`src/inc/dfs_pkg.sv`:
```
package dfs_pkg;
	localparam int DATA_W      = 8;
	localparam int PKT_BYTES   = 188;
	localparam int CNT_W       = 8;
	localparam int FIFO_DEPTH  = 4;
	localparam logic [7:0] NULL_SYNC  = 8'h47;
	localparam logic [7:0] NULL_PID_H = 8'h1F;
	localparam logic [7:0] NULL_PID_L = 8'hFF;
	localparam logic [7:0] NULL_CTRL  = 8'h10;
	localparam logic [7:0] NULL_FILL  = 8'hFF;
	localparam logic [CNT_W-1:0] LAST_IDX = 8'hBB;
	localparam logic [CNT_W-1:0] IDX_PID_H = 8'h01;
	localparam logic [CNT_W-1:0] IDX_PID_L = 8'h02;
	localparam logic [CNT_W-1:0] IDX_CTRL  = 8'h03;

	typedef enum logic [1:0]
	{
		DFS_SRC_NULL = 2'b00,
		DFS_SRC_DATA = 2'b01,
		DFS_SRC_MAP  = 2'b10
	} dfs_src_t;
endpackage

```
`src/core/dfs_sched.sv`:
```
`timescale 1ns/100ps
// Summary of operation
// RL1: the headend core shapes each flow to match this output's data rate.
// RL2: the headend core can shape to a fraction of our rate so the queue drains faster than it fills.
// RL3: with no data available the output sends null packets until data arrives.
// RL4: data arriving during a null packet waits until that null packet ends, so data starts on a packet boundary.
// RL5: packets arriving during a transmission are queued, never dropped, and sent in order.
// RL6: whenever a queue holds data at a packet boundary it is sent at full output rate, one byte every cycle; in streaming mode maps go first.
// RL7: in packet transport mode a single flow carries everything, maps included, sent in arrival order.
// RL8: in packet streaming mode the headend core puts maps in their own higher-priority flow.
// RL9: in packet streaming mode maps go ahead of queued lower-priority data.
// RL10: the headend scheduler adds map advance margin from the measured delay distribution.
// RL11: in packet streaming mode the map flow has its own queue served with strict priority at each packet boundary.
module dfs_sched
	import dfs_pkg::*;
(
	// clock and reset
	input  wire logic                      core_clk,
	input  wire logic                      arst_n,
	// mode: 0 packet transport, 1 packet streaming
	input  wire logic                      packet_streaming_mode,
	// data flow input (all traffic in packet transport mode)
	input  wire logic [dfs_pkg::DATA_W-1:0] data_in,
	input  wire logic                      data_in_last,
	input  wire logic                      data_in_valid,
	output logic                           data_in_ready,
	// map flow input (packet streaming mode only)
	input  wire logic [dfs_pkg::DATA_W-1:0] map_in,
	input  wire logic                      map_in_last,
	input  wire logic                      map_in_valid,
	output logic                           map_in_ready,
	// transport output, one byte per cycle, never stalls
	output logic [dfs_pkg::DATA_W-1:0]     ts_data,
	output logic                           ts_start,
	output logic                           ts_is_null,
	output dfs_pkg::dfs_src_t              ts_src
);
	import dfs_pkg::*;

	localparam int FW = DATA_W + 1;

	typedef struct packed
	{
		dfs_src_t         src;
		logic [CNT_W-1:0] idx;
		logic [DATA_W-1:0] ts_data;
		logic             ts_start;
		logic             ts_is_null;
		dfs_src_t         ts_src;
	} dfs_state_t;

	dfs_state_t st_reg;
	dfs_state_t st_next;

	logic [FW-1:0] dq_data;
	logic          dq_valid;
	logic          dq_ready;
	logic [FW-1:0] mq_data;
	logic          mq_valid;
	logic          mq_ready;
	logic          map_valid_in;
	logic          map_in_ready_q;
	logic          boundary;
	dfs_src_t      start_src;
	dfs_src_t      cur_src;

	// data (and all of packet transport traffic) queue
	dfs_fifo #(.WIDTH(FW), .DEPTH(FIFO_DEPTH)) u_data_q // [RL5] [RL7]
	(
		.core_clk  (core_clk),
		.arst_n    (arst_n),
		.in_data   ({data_in_last, data_in}),
		.in_valid  (data_in_valid),
		.in_ready  (data_in_ready),
		.out_data  (dq_data),
		.out_valid (dq_valid),
		.out_ready (dq_ready)
	);

	// map flow queue, ignored in packet transport mode
	assign map_valid_in = map_in_valid && packet_streaming_mode;
	assign map_in_ready = map_in_ready_q && packet_streaming_mode;

	dfs_fifo #(.WIDTH(FW), .DEPTH(FIFO_DEPTH)) u_map_q // [RL11]
	(
		.core_clk  (core_clk),
		.arst_n    (arst_n),
		.in_data   ({map_in_last, map_in}),
		.in_valid  (map_valid_in),
		.in_ready  (map_in_ready_q),
		.out_data  (mq_data),
		.out_valid (mq_valid),
		.out_ready (mq_ready)
	);

	function automatic logic [DATA_W-1:0] null_byte(input logic [CNT_W-1:0] i);
		case (i)
			'0:        null_byte = NULL_SYNC;
			IDX_PID_H: null_byte = NULL_PID_H;
			IDX_PID_L: null_byte = NULL_PID_L;
			IDX_CTRL:  null_byte = NULL_CTRL;
			default:   null_byte = NULL_FILL;
		endcase
	endfunction

	// source picked at every packet start from the queue heads; maps first in streaming mode.
	// the boundary cycle's tail pop has registered by the time idx is zero, so both valids are current here
	assign start_src = (packet_streaming_mode && mq_valid) ? DFS_SRC_MAP // [RL9] [RL11]
	                 : dq_valid                            ? DFS_SRC_DATA // [RL6] [RL7]
	                 :                                       DFS_SRC_NULL; // [RL3]
	// limitation: a queued packet longer than the index range would be re-decided mid packet
	assign cur_src = (st_reg.idx == '0) ? start_src : st_reg.src;

	// a packet ends after LAST_IDX on nulls, or on the last flag of queued data
	assign boundary = (cur_src == DFS_SRC_NULL) ? (st_reg.idx == LAST_IDX)
	                : (cur_src == DFS_SRC_MAP)  ? (mq_valid && mq_data[DATA_W])
	                :                             (dq_valid && dq_data[DATA_W]);

	always_comb
	begin
		st_next    = st_reg;
		dq_ready   = 1'b0;
		mq_ready   = 1'b0;
		st_next.ts_start = 1'b0;

		// a packet in progress whose queue ran dry pads with fill; the headend shapes
		// whole packets so this only covers an upstream underrun
		case (cur_src)
			DFS_SRC_NULL:
			begin
				st_next.ts_data    = null_byte(st_reg.idx); // [RL3]
				st_next.ts_is_null = 1'b1;
				st_next.ts_start   = (st_reg.idx == '0);
				st_next.idx        = st_reg.idx + 1'b1;
			end
			DFS_SRC_MAP:
			begin
				mq_ready           = 1'b1; // [RL6]
				st_next.ts_data    = mq_valid ? mq_data[DATA_W-1:0] : NULL_FILL;
				st_next.ts_is_null = 1'b0;
				st_next.ts_start   = (st_reg.idx == '0);
				st_next.idx        = mq_valid ? st_reg.idx + 1'b1 : st_reg.idx;
			end
			DFS_SRC_DATA:
			begin
				dq_ready           = 1'b1; // [RL6]
				st_next.ts_data    = dq_valid ? dq_data[DATA_W-1:0] : NULL_FILL;
				st_next.ts_is_null = 1'b0;
				st_next.ts_start   = (st_reg.idx == '0);
				st_next.idx        = dq_valid ? st_reg.idx + 1'b1 : st_reg.idx;
			end
			default:
			begin
				st_next.ts_data    = NULL_FILL;
				st_next.ts_is_null = 1'b1;
				st_next.idx        = '0;
			end
		endcase
		st_next.ts_src = cur_src;
		st_next.src    = cur_src;

		// the source only changes at a packet boundary; the next one is picked a cycle
		// later, once the tail byte's pop has settled, so queued data needs no null gap
		if (boundary) // [RL4]
		begin
			st_next.idx = '0;
			st_next.src = DFS_SRC_NULL;
		end
	end

	always_ff @(posedge core_clk or negedge arst_n)
	begin
		if (!arst_n)
			st_reg <= '{src: DFS_SRC_NULL, idx: '0, ts_data: '0, ts_start: 1'b0,
			            ts_is_null: 1'b1, ts_src: DFS_SRC_NULL};
		else
			st_reg <= st_next;
	end

	assign ts_data    = st_reg.ts_data;
	assign ts_start   = st_reg.ts_start;
	assign ts_is_null = st_reg.ts_is_null;
	assign ts_src     = st_reg.ts_src;

	// assertions
	a_null_len_fixed: assert property (@(posedge core_clk) disable iff (!arst_n) // [RL4]
		(cur_src == DFS_SRC_NULL && st_reg.idx != LAST_IDX) |=> st_reg.src == DFS_SRC_NULL)
		else $error("null packet cut short");
	a_null_sync_first: assert property (@(posedge core_clk) disable iff (!arst_n) // [RL3]
		(ts_start && ts_is_null) |-> ts_data == NULL_SYNC)
		else $error("null packet without sync byte");
	a_null_when_idle: assert property (@(posedge core_clk) disable iff (!arst_n) // [RL3]
		(st_reg.idx == '0 && !dq_valid && !(mq_valid && packet_streaming_mode)) |=> (ts_start && ts_is_null))
		else $error("idle output not sending nulls");
	a_map_first: assert property (@(posedge core_clk) disable iff (!arst_n) // [RL9]
		(st_reg.idx == '0 && mq_valid && packet_streaming_mode)
		|=> (ts_start && ts_src == DFS_SRC_MAP))
		else $error("map not given priority");
	a_queue_no_gap: assert property (@(posedge core_clk) disable iff (!arst_n) // [RL6]
		(st_reg.idx == '0 && dq_valid) |=> (ts_start && !ts_is_null))
		else $error("null packet sent while data queued");
	a_no_map_transport: assert property (@(posedge core_clk) disable iff (!arst_n) // [RL7]
		!packet_streaming_mode |-> !map_in_ready)
		else $error("map flow taken in transport mode");
	a_data_full_rate: assert property (@(posedge core_clk) disable iff (!arst_n) // [RL6]
		(cur_src == DFS_SRC_DATA && dq_valid) |=> (!ts_is_null && ts_src == DFS_SRC_DATA))
		else $error("queued data not sent at full rate");
	a_switch_boundary: assert property (@(posedge core_clk) disable iff (!arst_n) // [RL11]
		(st_next.src != cur_src) |-> boundary)
		else $error("source changed mid packet");
	a_map_in_order: assert property (@(posedge core_clk) disable iff (!arst_n) // [RL5]
		(cur_src == DFS_SRC_MAP && mq_valid) |=> ts_data == $past(mq_data[DATA_W-1:0]))
		else $error("map byte out of order");

	c_null_to_data: cover property (@(posedge core_clk) disable iff (!arst_n)
		st_reg.src == DFS_SRC_NULL ##1 st_reg.src == DFS_SRC_DATA);
	c_map_preempt: cover property (@(posedge core_clk) disable iff (!arst_n)
		dq_valid && boundary && mq_valid && packet_streaming_mode);
	c_data_queue_full: cover property (@(posedge core_clk) disable iff (!arst_n)
		data_in_valid && !data_in_ready);
	c_data_back_to_back: cover property (@(posedge core_clk) disable iff (!arst_n)
		(boundary && cur_src == DFS_SRC_DATA) ##2 (ts_start && ts_src == DFS_SRC_DATA));
endmodule

```
`src/core/dfs_fifo.sv`:
```
`timescale 1ns/100ps
module dfs_fifo
#(
	parameter int WIDTH = 9,
	parameter int DEPTH = 4
)
(
	// clock and reset
	input  wire logic             core_clk,
	input  wire logic             arst_n,
	// fill side
	input  wire logic [WIDTH-1:0] in_data,
	input  wire logic             in_valid,
	output logic                  in_ready,
	// drain side
	output logic      [WIDTH-1:0] out_data,
	output logic                  out_valid,
	input  wire logic             out_ready
);
	localparam int AW = $clog2(DEPTH);

	logic [WIDTH-1:0] mem [DEPTH];
	logic [AW-1:0]    wr_ptr_reg;
	logic [AW-1:0]    rd_ptr_reg;
	logic [AW:0]      count_reg;
	logic             push;
	logic             pop;

	function automatic logic [AW-1:0] ptr_inc(input logic [AW-1:0] p);
		ptr_inc = (p == AW'(DEPTH - 1)) ? '0 : p + 1'b1;
	endfunction

	assign in_ready  = (count_reg != (AW+1)'(DEPTH));
	assign out_valid = (count_reg != '0);
	assign out_data  = mem[rd_ptr_reg];
	assign push      = in_valid && in_ready;
	assign pop       = out_valid && out_ready;

	// memory kept out of reset; only the pointers and the count carry state that matters
	always_ff @(posedge core_clk)
	begin
		if (push)
			mem[wr_ptr_reg] <= in_data;
	end

	always_ff @(posedge core_clk or negedge arst_n)
	begin
		if (!arst_n)
		begin
			wr_ptr_reg <= '0;
			rd_ptr_reg <= '0;
			count_reg  <= '0;
		end
		else
		begin
			if (push)
				wr_ptr_reg <= ptr_inc(wr_ptr_reg);
			if (pop)
				rd_ptr_reg <= ptr_inc(rd_ptr_reg);
			count_reg <= count_reg + (AW+1)'(push) - (AW+1)'(pop);
		end
	end
endmodule

```
`config.mk`:
```
export PLATFORM = sky130hd
export DESIGN_NAME = dfs_sched
export DESIGN_NICKNAME = d
export VERILOG_FILES = /design/src/inc/dfs_pkg.sv /design/src/core/dfs_sched.sv /design/src/core/dfs_fifo.sv
export SDC_FILE = /design/constraint.sdc
export NUM_CORES = 1
export LEC_CHECK = 0
export BUFFER_PORTS_ARGS = -buffer_cell sky130_fd_sc_hd__buf_2
export CELL_PAD_IN_SITES_DETAIL_PLACEMENT = 1
export CELL_PAD_IN_SITES_GLOBAL_PLACEMENT = 1
export CORE_MARGIN = 4
export CORE_UTILIZATION = 30
export CTS_CLUSTER_SIZE = 8
export DETAILED_ROUTE_END_ITERATION = 16
export PLACE_DENSITY = 0.58
export SLEW_MARGIN = 20
export SYNTH_ARGS = -nofsm -noshare
export SYNTH_HDL_FRONTEND = slang
export SYNTH_SLANG_ARGS = --single-unit
```
`constraint.sdc`:
```
create_clock -name core_clk -period 3.95 [get_ports core_clk]
set_input_delay 0.79 -clock core_clk [delete_from_list [all_inputs] [get_ports core_clk]]
set_output_delay 0.79 -clock core_clk [all_outputs]
set_load 0.03 [all_outputs]
```
# Word level (Yosys, flattened, before mapping)
# Memories as Yosys holds them, arrays and structs flattened.
# Index checks and enable logic that the tools add are counted.
# op_classes
n_mux,24
div_mod_pow,0
shift,0
multipliers,0
order_cmp,0
n_bitwise,0
addsub,9
eq_ne,13
reduce_logical,16
# ops
cell,count
$pmux 16 s3,1
$mux 8,4
$pmux 8 s3,1
$mux 2,6
$ne 3x3->1 const B,4
$mux 1,11
$eq 2x2->1 const B,5
$mux 10,1
$logic_and 1x1->1,9
$add 2x1->2 const B,4
$add 8x1->8 const B,1
$eq 8x1->1 const B,1
$eq 8x2->1 const B,1
$eq 8x8->1 const B,1
$logic_not 8->1,1
$add 3x1->3,2
$reduce_bool 3->1,2
$sub 3x1->3,2
$reduce_or 3->1,1
$eq 2x1->1 const B,1
$logic_not 2->1,1
$reduce_and 2->1,1
$reduce_or 2->1,1
# word_totals
mem_bits_rw,72
rom_bits,0
latchBits,0
n_memories,2
out_inout_bits,14
register_bits,36
elab_cells,76
in_bits,23
# mem_list
name,words,width,rd,rd_clocked_by_memory_dff,wr,line_no,text
u_data_q.mem,4,9,1,0,1,dfs_fifo.sv:22,logic [WIDTH-1:0] mem [DEPTH];
u_map_q.mem,4,9,1,0,1,dfs_fifo.sv:22,

# Logic depth before layout (Yosys ltp)
# depth
depth_word,9
ltp_mapped,16
depth_no_buf,15

# Hierarchy
# Synthesis repeated with hierarchy kept, for this count alone.
# hier_totals
cells_unflattened,312
hier_area_um2,4852.2
# modules_own_cells
module,area_each_um2,seq_area_each_um2,cells_each,n_inst
dfs_fifo at u_data_q,1767.9,1256.2,90,1
dfs_fifo at u_map_q,1740.4,1256.2,85,1
dfs_sched,1343.8,551.8,137,1

# Worst setup path after synthesis
# OpenSTA, ideal clock, no wires.
# synth_timing
path_kind,reg2reg
startpoint,reg u_map_q.count_reg[0]
endpoint,reg u_map_q.count_reg[2]
period_less_slack_ps,3166
arrival_time_ps,3086
required_ps,3870
setup_time_ps,80
slack_ps,784
n_path_buf,1
path_stages_with_launch,16
cell_sequence,dfrtp_1 -> or3_1 -> and2_1 -> mux2i_1 -> inv_1 -> ha_1 -> clkbuf_1 -> nand2_1 -> inv_1 -> ha_1 -> inv_1 -> ha_1 -> inv_1 -> fa_1 -> xnor2_1 -> xnor2_1
# synth_via
elab_chain_len,8
word_cells_on_any_way,11
classes_between,2 x add/sub; 2 x eq/ne; 3 x mux; 4 x reduce/logical
# synth_rtl
element,line_no,text
from (decl),dfs_fifo.sv:25,logic [AW:0] count_reg;
from (signal assigned),dfs_fifo.sv:60,count_reg <= count_reg + (AW+1)'(push) - (AW+1)'(pop);
$reduce_bool 3->1,dfs_fifo.sv:34,assign out_valid = (count_reg != '0);
$logic_and 1x1->1,dfs_sched.sv:108,assign start_src = (packet_streaming_mode && mq_valid) ? DFS_SRC_MAP
$mux 2,dfs_sched.sv:108,
$mux 2,dfs_sched.sv:112,assign cur_src = (st_reg.idx == '0) ? start_src : st_reg.src;
named net cur_src[1],dfs_sched.sv:65,dfs_src_t cur_src;
$eq 2x2->1,dfs_sched.sv:128,case (cur_src)
$mux 1,dfs_sched.sv:128,
$logic_and 1x1->1,dfs_fifo.sv:37,assign pop = out_valid && out_ready;
named net u_map_q.pop,dfs_fifo.sv:27,logic pop;
$sub 3x1->3,dfs_fifo.sv:60,
# The timed path passes the listed nets, and every way through them passes these cells.
# A chain may end at the register's enable or synchronous reset.

# Final worst setup path
# layout_timing
startpoint,reg st_reg[15] (netlist bit)
endpoint,reg u_map_q.count_reg[2]
# layout_via
elab_chain_len,6
# layout_rtl
element,line_no,text
from (decl),dfs_sched.sv:52,dfs_state_t st_reg;
from (signal assigned),dfs_sched.sv:174,"st_reg <= '{src: DFS_SRC_NULL, idx: '0, ts_data: '0, ts_start: 1'b0,"
from (signal assigned),dfs_sched.sv:177,st_reg <= st_next;
$logic_not 8->1,dfs_sched.sv:112,
$mux 2,dfs_sched.sv:112,
named net cur_src[1],dfs_sched.sv:65,
$eq 2x2->1,dfs_sched.sv:128,
$mux 1,dfs_sched.sv:128,
$logic_and 1x1->1,dfs_fifo.sv:37,
named net u_map_q.pop,dfs_fifo.sv:27,
$sub 3x1->3,dfs_fifo.sv:60,
# The timed path passes the listed nets, and every way through them passes these cells.

==> summary.txt <==
Outcome
  • Status: complete, no violations

Final layout
  • Final #Nets: 386
  • Layout cells sized above 1: 0.238
  • Antenna Cells: 0
  • Post-route design area: 5450 µm²
  • Area of the multi-input gates: around 1600 µm²
  • Reg area: 3060 µm²
  • Area delta synth->final: 12.4%
  • FILL cells: 1697

Critical path
  • Critical path capture point type: register
  • Crit-path cells: nor4_4 -> nand3_2 -> mux2i_1 -> inv_1 -> ha_1 -> nand2_1 -> inv_1 -> ha_1 -> inv_1 -> ha_1 -> inv_1 -> fa_1 -> xnor2_1 -> xnor2_1
  • Critical path origin: st_reg[15]$_DFFE_PN0P_
  • CP required: 4.21 ns
  • Flop2flop setup slack: roughly 0.47 ns
  • CP max FO: 13
  • Arr. time, crit path: 3.75 ns
  • CP most frequent cell: inv_1
  • R2R depth: 14
  • Setup crit start kind: register
  • Crit Path Class: reg -> reg
  • R2R Path Start: st_reg[15]$_DFFE_PN0P_
  • Crit path largest cell delay: 0.46 ns
  • CP max stage cell: dfrtp_1
  • Crit Reg-Reg Endpoint: u_map_q.count_reg[2]$_DFF_PN0_

STA
  • Final setup margin: 0.466 ns
  • RSZ-0062 raised after global routing: no
  • Rel. slew slack: 0.434
  • Max frequency: 287 MHz
  • Slew @ Worst Pin: approximately 0.85 ns
  • Final count of pins violating max slew: 0
  • Worst hold slack: 0.556 ns
  • Crit path time final: around 3.5 ns
  • Final Cycle Share: 0.882
  • Final setup fails: 0
  • Setup_tns: 0 ns
  • Final clock skew: 0.00808 ns
  • Final hold vios: 0

Clock network
  • Clock Sinks: 108
  • Setup Buffers After CTS: 0
  • Reg clk slew, reported paths: 0.07 ns
  • Cts hold-fix bufs: 0
  • Clk root buf: clkbuf_16
  • Inserted Clock Buffers: 9
  • CTS tree: yes
  • Buffer depth of the longest clock path: 2
  • H-tree levels: 3
  • # resized after CTS: 0
  • Worst-Skew Late Latency: approximately 0.34 ns

Placed design
  • Buffers on Ports: 36
  • GPL Wtd Cong: approximately 0.74
  • Placed cell area: 5180 µm²
  • Detailed placement HPWL: 7090 µm
  • Pre-CTS WS: 0.429 ns

GRT
  • First-pass GRT wire length: 16000 µm
  • Gr ovfl total: 0
  • Global Route Usage Sum: 0.116
  • Initial antenna violation count: 0
  • Vias in the first global route: 2934
  • Pin count of the biggest net entering global routing: 37

Synthesis
  • Area contributors post-synth: edfxtp_1, dfrtp_1, ha_1, mux4_2, mux4_1
  • Syn avg cell area: 15.5 µm²
  • FFs w/ async S/R, synth: 0.333
  • Warnings, synthesis: 0
  • Syn nets: around 360
  • Post-synth EDFFs: 72
  • Synth Flop Type: edfxtp_1
  • Unique cell type count in the Yosys netlist: 48
  • Synth top area share: 0.446
  • Syn Inst Count: 312
  • Sequential cell area fraction in the yosys report: 0.632
  • Synth Register Bits: 108
  • Netlist Area Pre-Place: roughly 4800 µm²
  • Synth area leader: edfxtp_1

Floorplanning
  • Die X: about 140 µm
  • Die area: 18300 µm²
  • Starting Density: 0.305
  • Area of the core: 15900 µm²
  • Die Y: 135 µm
  • Ports: 37
  • Row count: 46

Drt
  • First-iteration detailed-routing DRC count: 147
  • Final wirelength: 9940 µm
  • Vias: 2618
  • Vias/cell: 4.67
  • Routed Antenna Nets: 0
  • Drt pass-1 iters: 4
  • Remaining routing DRC violations: 0
  • WL per Instance: 17.7 µm

Job
  • Max Cap Viol: 0

Power
  • Power Dens Cells: slightly below 800 nW/µm²
  • Worst vdd ir: 0.000300 V
  • P_leak: 2.13 nW
  • Total power: roughly 4.2 mW

Min path
  • Hold Crit Class: in -> async
-- cell usage after synthesis, types with 2 or more instances --
master / number
a211oi_1: 2
a21boi_0: 2
a21o_1: 2
a21oi_1: 5
a22oi_1: 2
a311oi_1: 3
a41oi_1: 2
and2_1: 4
and3_1: 9
and4_2: 2
buf_4: 10
buf_6: 2
clkbuf_1: 7
dfrtp_1: 35
edfxtp_1: 72
fa_1: 2
ha_1: 21
inv_1: 21
mux2_2: 6
mux2i_1: 3
mux4_1: 7
mux4_2: 11
nand2_1: 11
nand3_1: 9
nand3b_1: 3
nand4_1: 3
nor2_1: 13
nor3_1: 5
nor3_2: 2
nor4_4: 2
nor4b_2: 2
o2111ai_1: 2
o21ai_0: 12
or3_1: 2
xnor2_1: 3
-- layout by cell type, fill, tap and decap left out, types with 4 or more instances in the layout --
cell,netlist,routed
edfxtp_1,72,72
buf_2,1,36
dfrtp_1,35,35
inv_1,21,21
ha_1,21,21
nor2_1,13,13
o21ai_0,12,12
nand2_1,11,11
mux4_2,11,11
nand3_1,9,9
and3_1,9,9
clkbuf_16,0,9
mux4_1,7,7
mux2_2,6,6
a21oi_1,5,5
nor3_1,5,5
and2_1,4,4
-- worst max-delay path: cells and delay by family (launching register included) --
kind | cells | cell delay (ns)
xor+xnor | 2 | 0.35
fa+ha+maj | 4 | 1.15
buf+inv | 4 | 0.31
flops | 1 | 0.46
mux | 1 | 0.34
simple gates | 3 | 0.79
-- report_power, final --
part | internal, mW | leakage, nW | total, mW | switching [mW]
logic | 0.669 | 0.898 | 1.66 | 0.990
clock network | 0.431 | 0.138 | 0.835 | 0.403
registers | 1.51 | 1.10 | 1.75 | 0.241
total | 2.61 | 2.13 | 4.25 | 1.63
-- area by class of cell --
class / instances / area share
clock inverters: 7 / 0.00895
multi-input cells: 163 / 0.289
repair buffers: 37 / 0.0344
clock buffers: 9 / 0.0413
inverters: 21 / 0.0145
flip-flops and latches: 108 / 0.562
well taps: 216 / 0.0496
-- through the flow --
| step | std cells | util |
|---|---|---|
| 2_1_floorplan | 312 | - |
| 3_3_place_gp | 545 | 0.326 |
| 3_5_place_dp | 545 | 0.326 |
| 4_1_cts | 561 | 0.343 |
| 5_1_grt | 561 | 0.343 |
| 6_report | 561 | 0.343 |
-- kinds of logic after synthesis --
family,count (synthesis),share of synthesized area
AOI/OAI and AO/OA,36,0.0485
and+or+nand+nor,73,0.0976
DFF,108,0.632
buffers and inverters,41,0.0428
muxes,27,0.109
xor gates and xnor gates,4,0.00723
adders and majority gates,23,0.0625
-- routing by layer --
layer,part of all wire,routed length (µm),GRT usage
met2,0.52,5140,0.199
met4,0.013,132,0.0353
met3,0.031,305,0.0291
met1,0.44,4360,0.145
met5,0,0,0
-- worst max path at each step --
stage	to	slack (ns)	cells after the start
6_report	u_map_q.count_reg[2]$_DFF_PN0_	0.47	14
5_1_grt	u_map_q.count_reg[2]$_DFF_PN0_	0.18	14
4_1_cts	u_map_q.count_reg[2]$_DFF_PN0_	0.41	14
3_5_place_dp	u_map_q.count_reg[2]$_DFF_PN0_	0.43	14
2_1_floorplan	u_map_q.count_reg[2]$_DFF_PN0_	0.78	15
3_3_place_gp	u_map_q.count_reg[2]$_DFF_PN0_	0.63	14
Power figures use the tool's default switching activity.
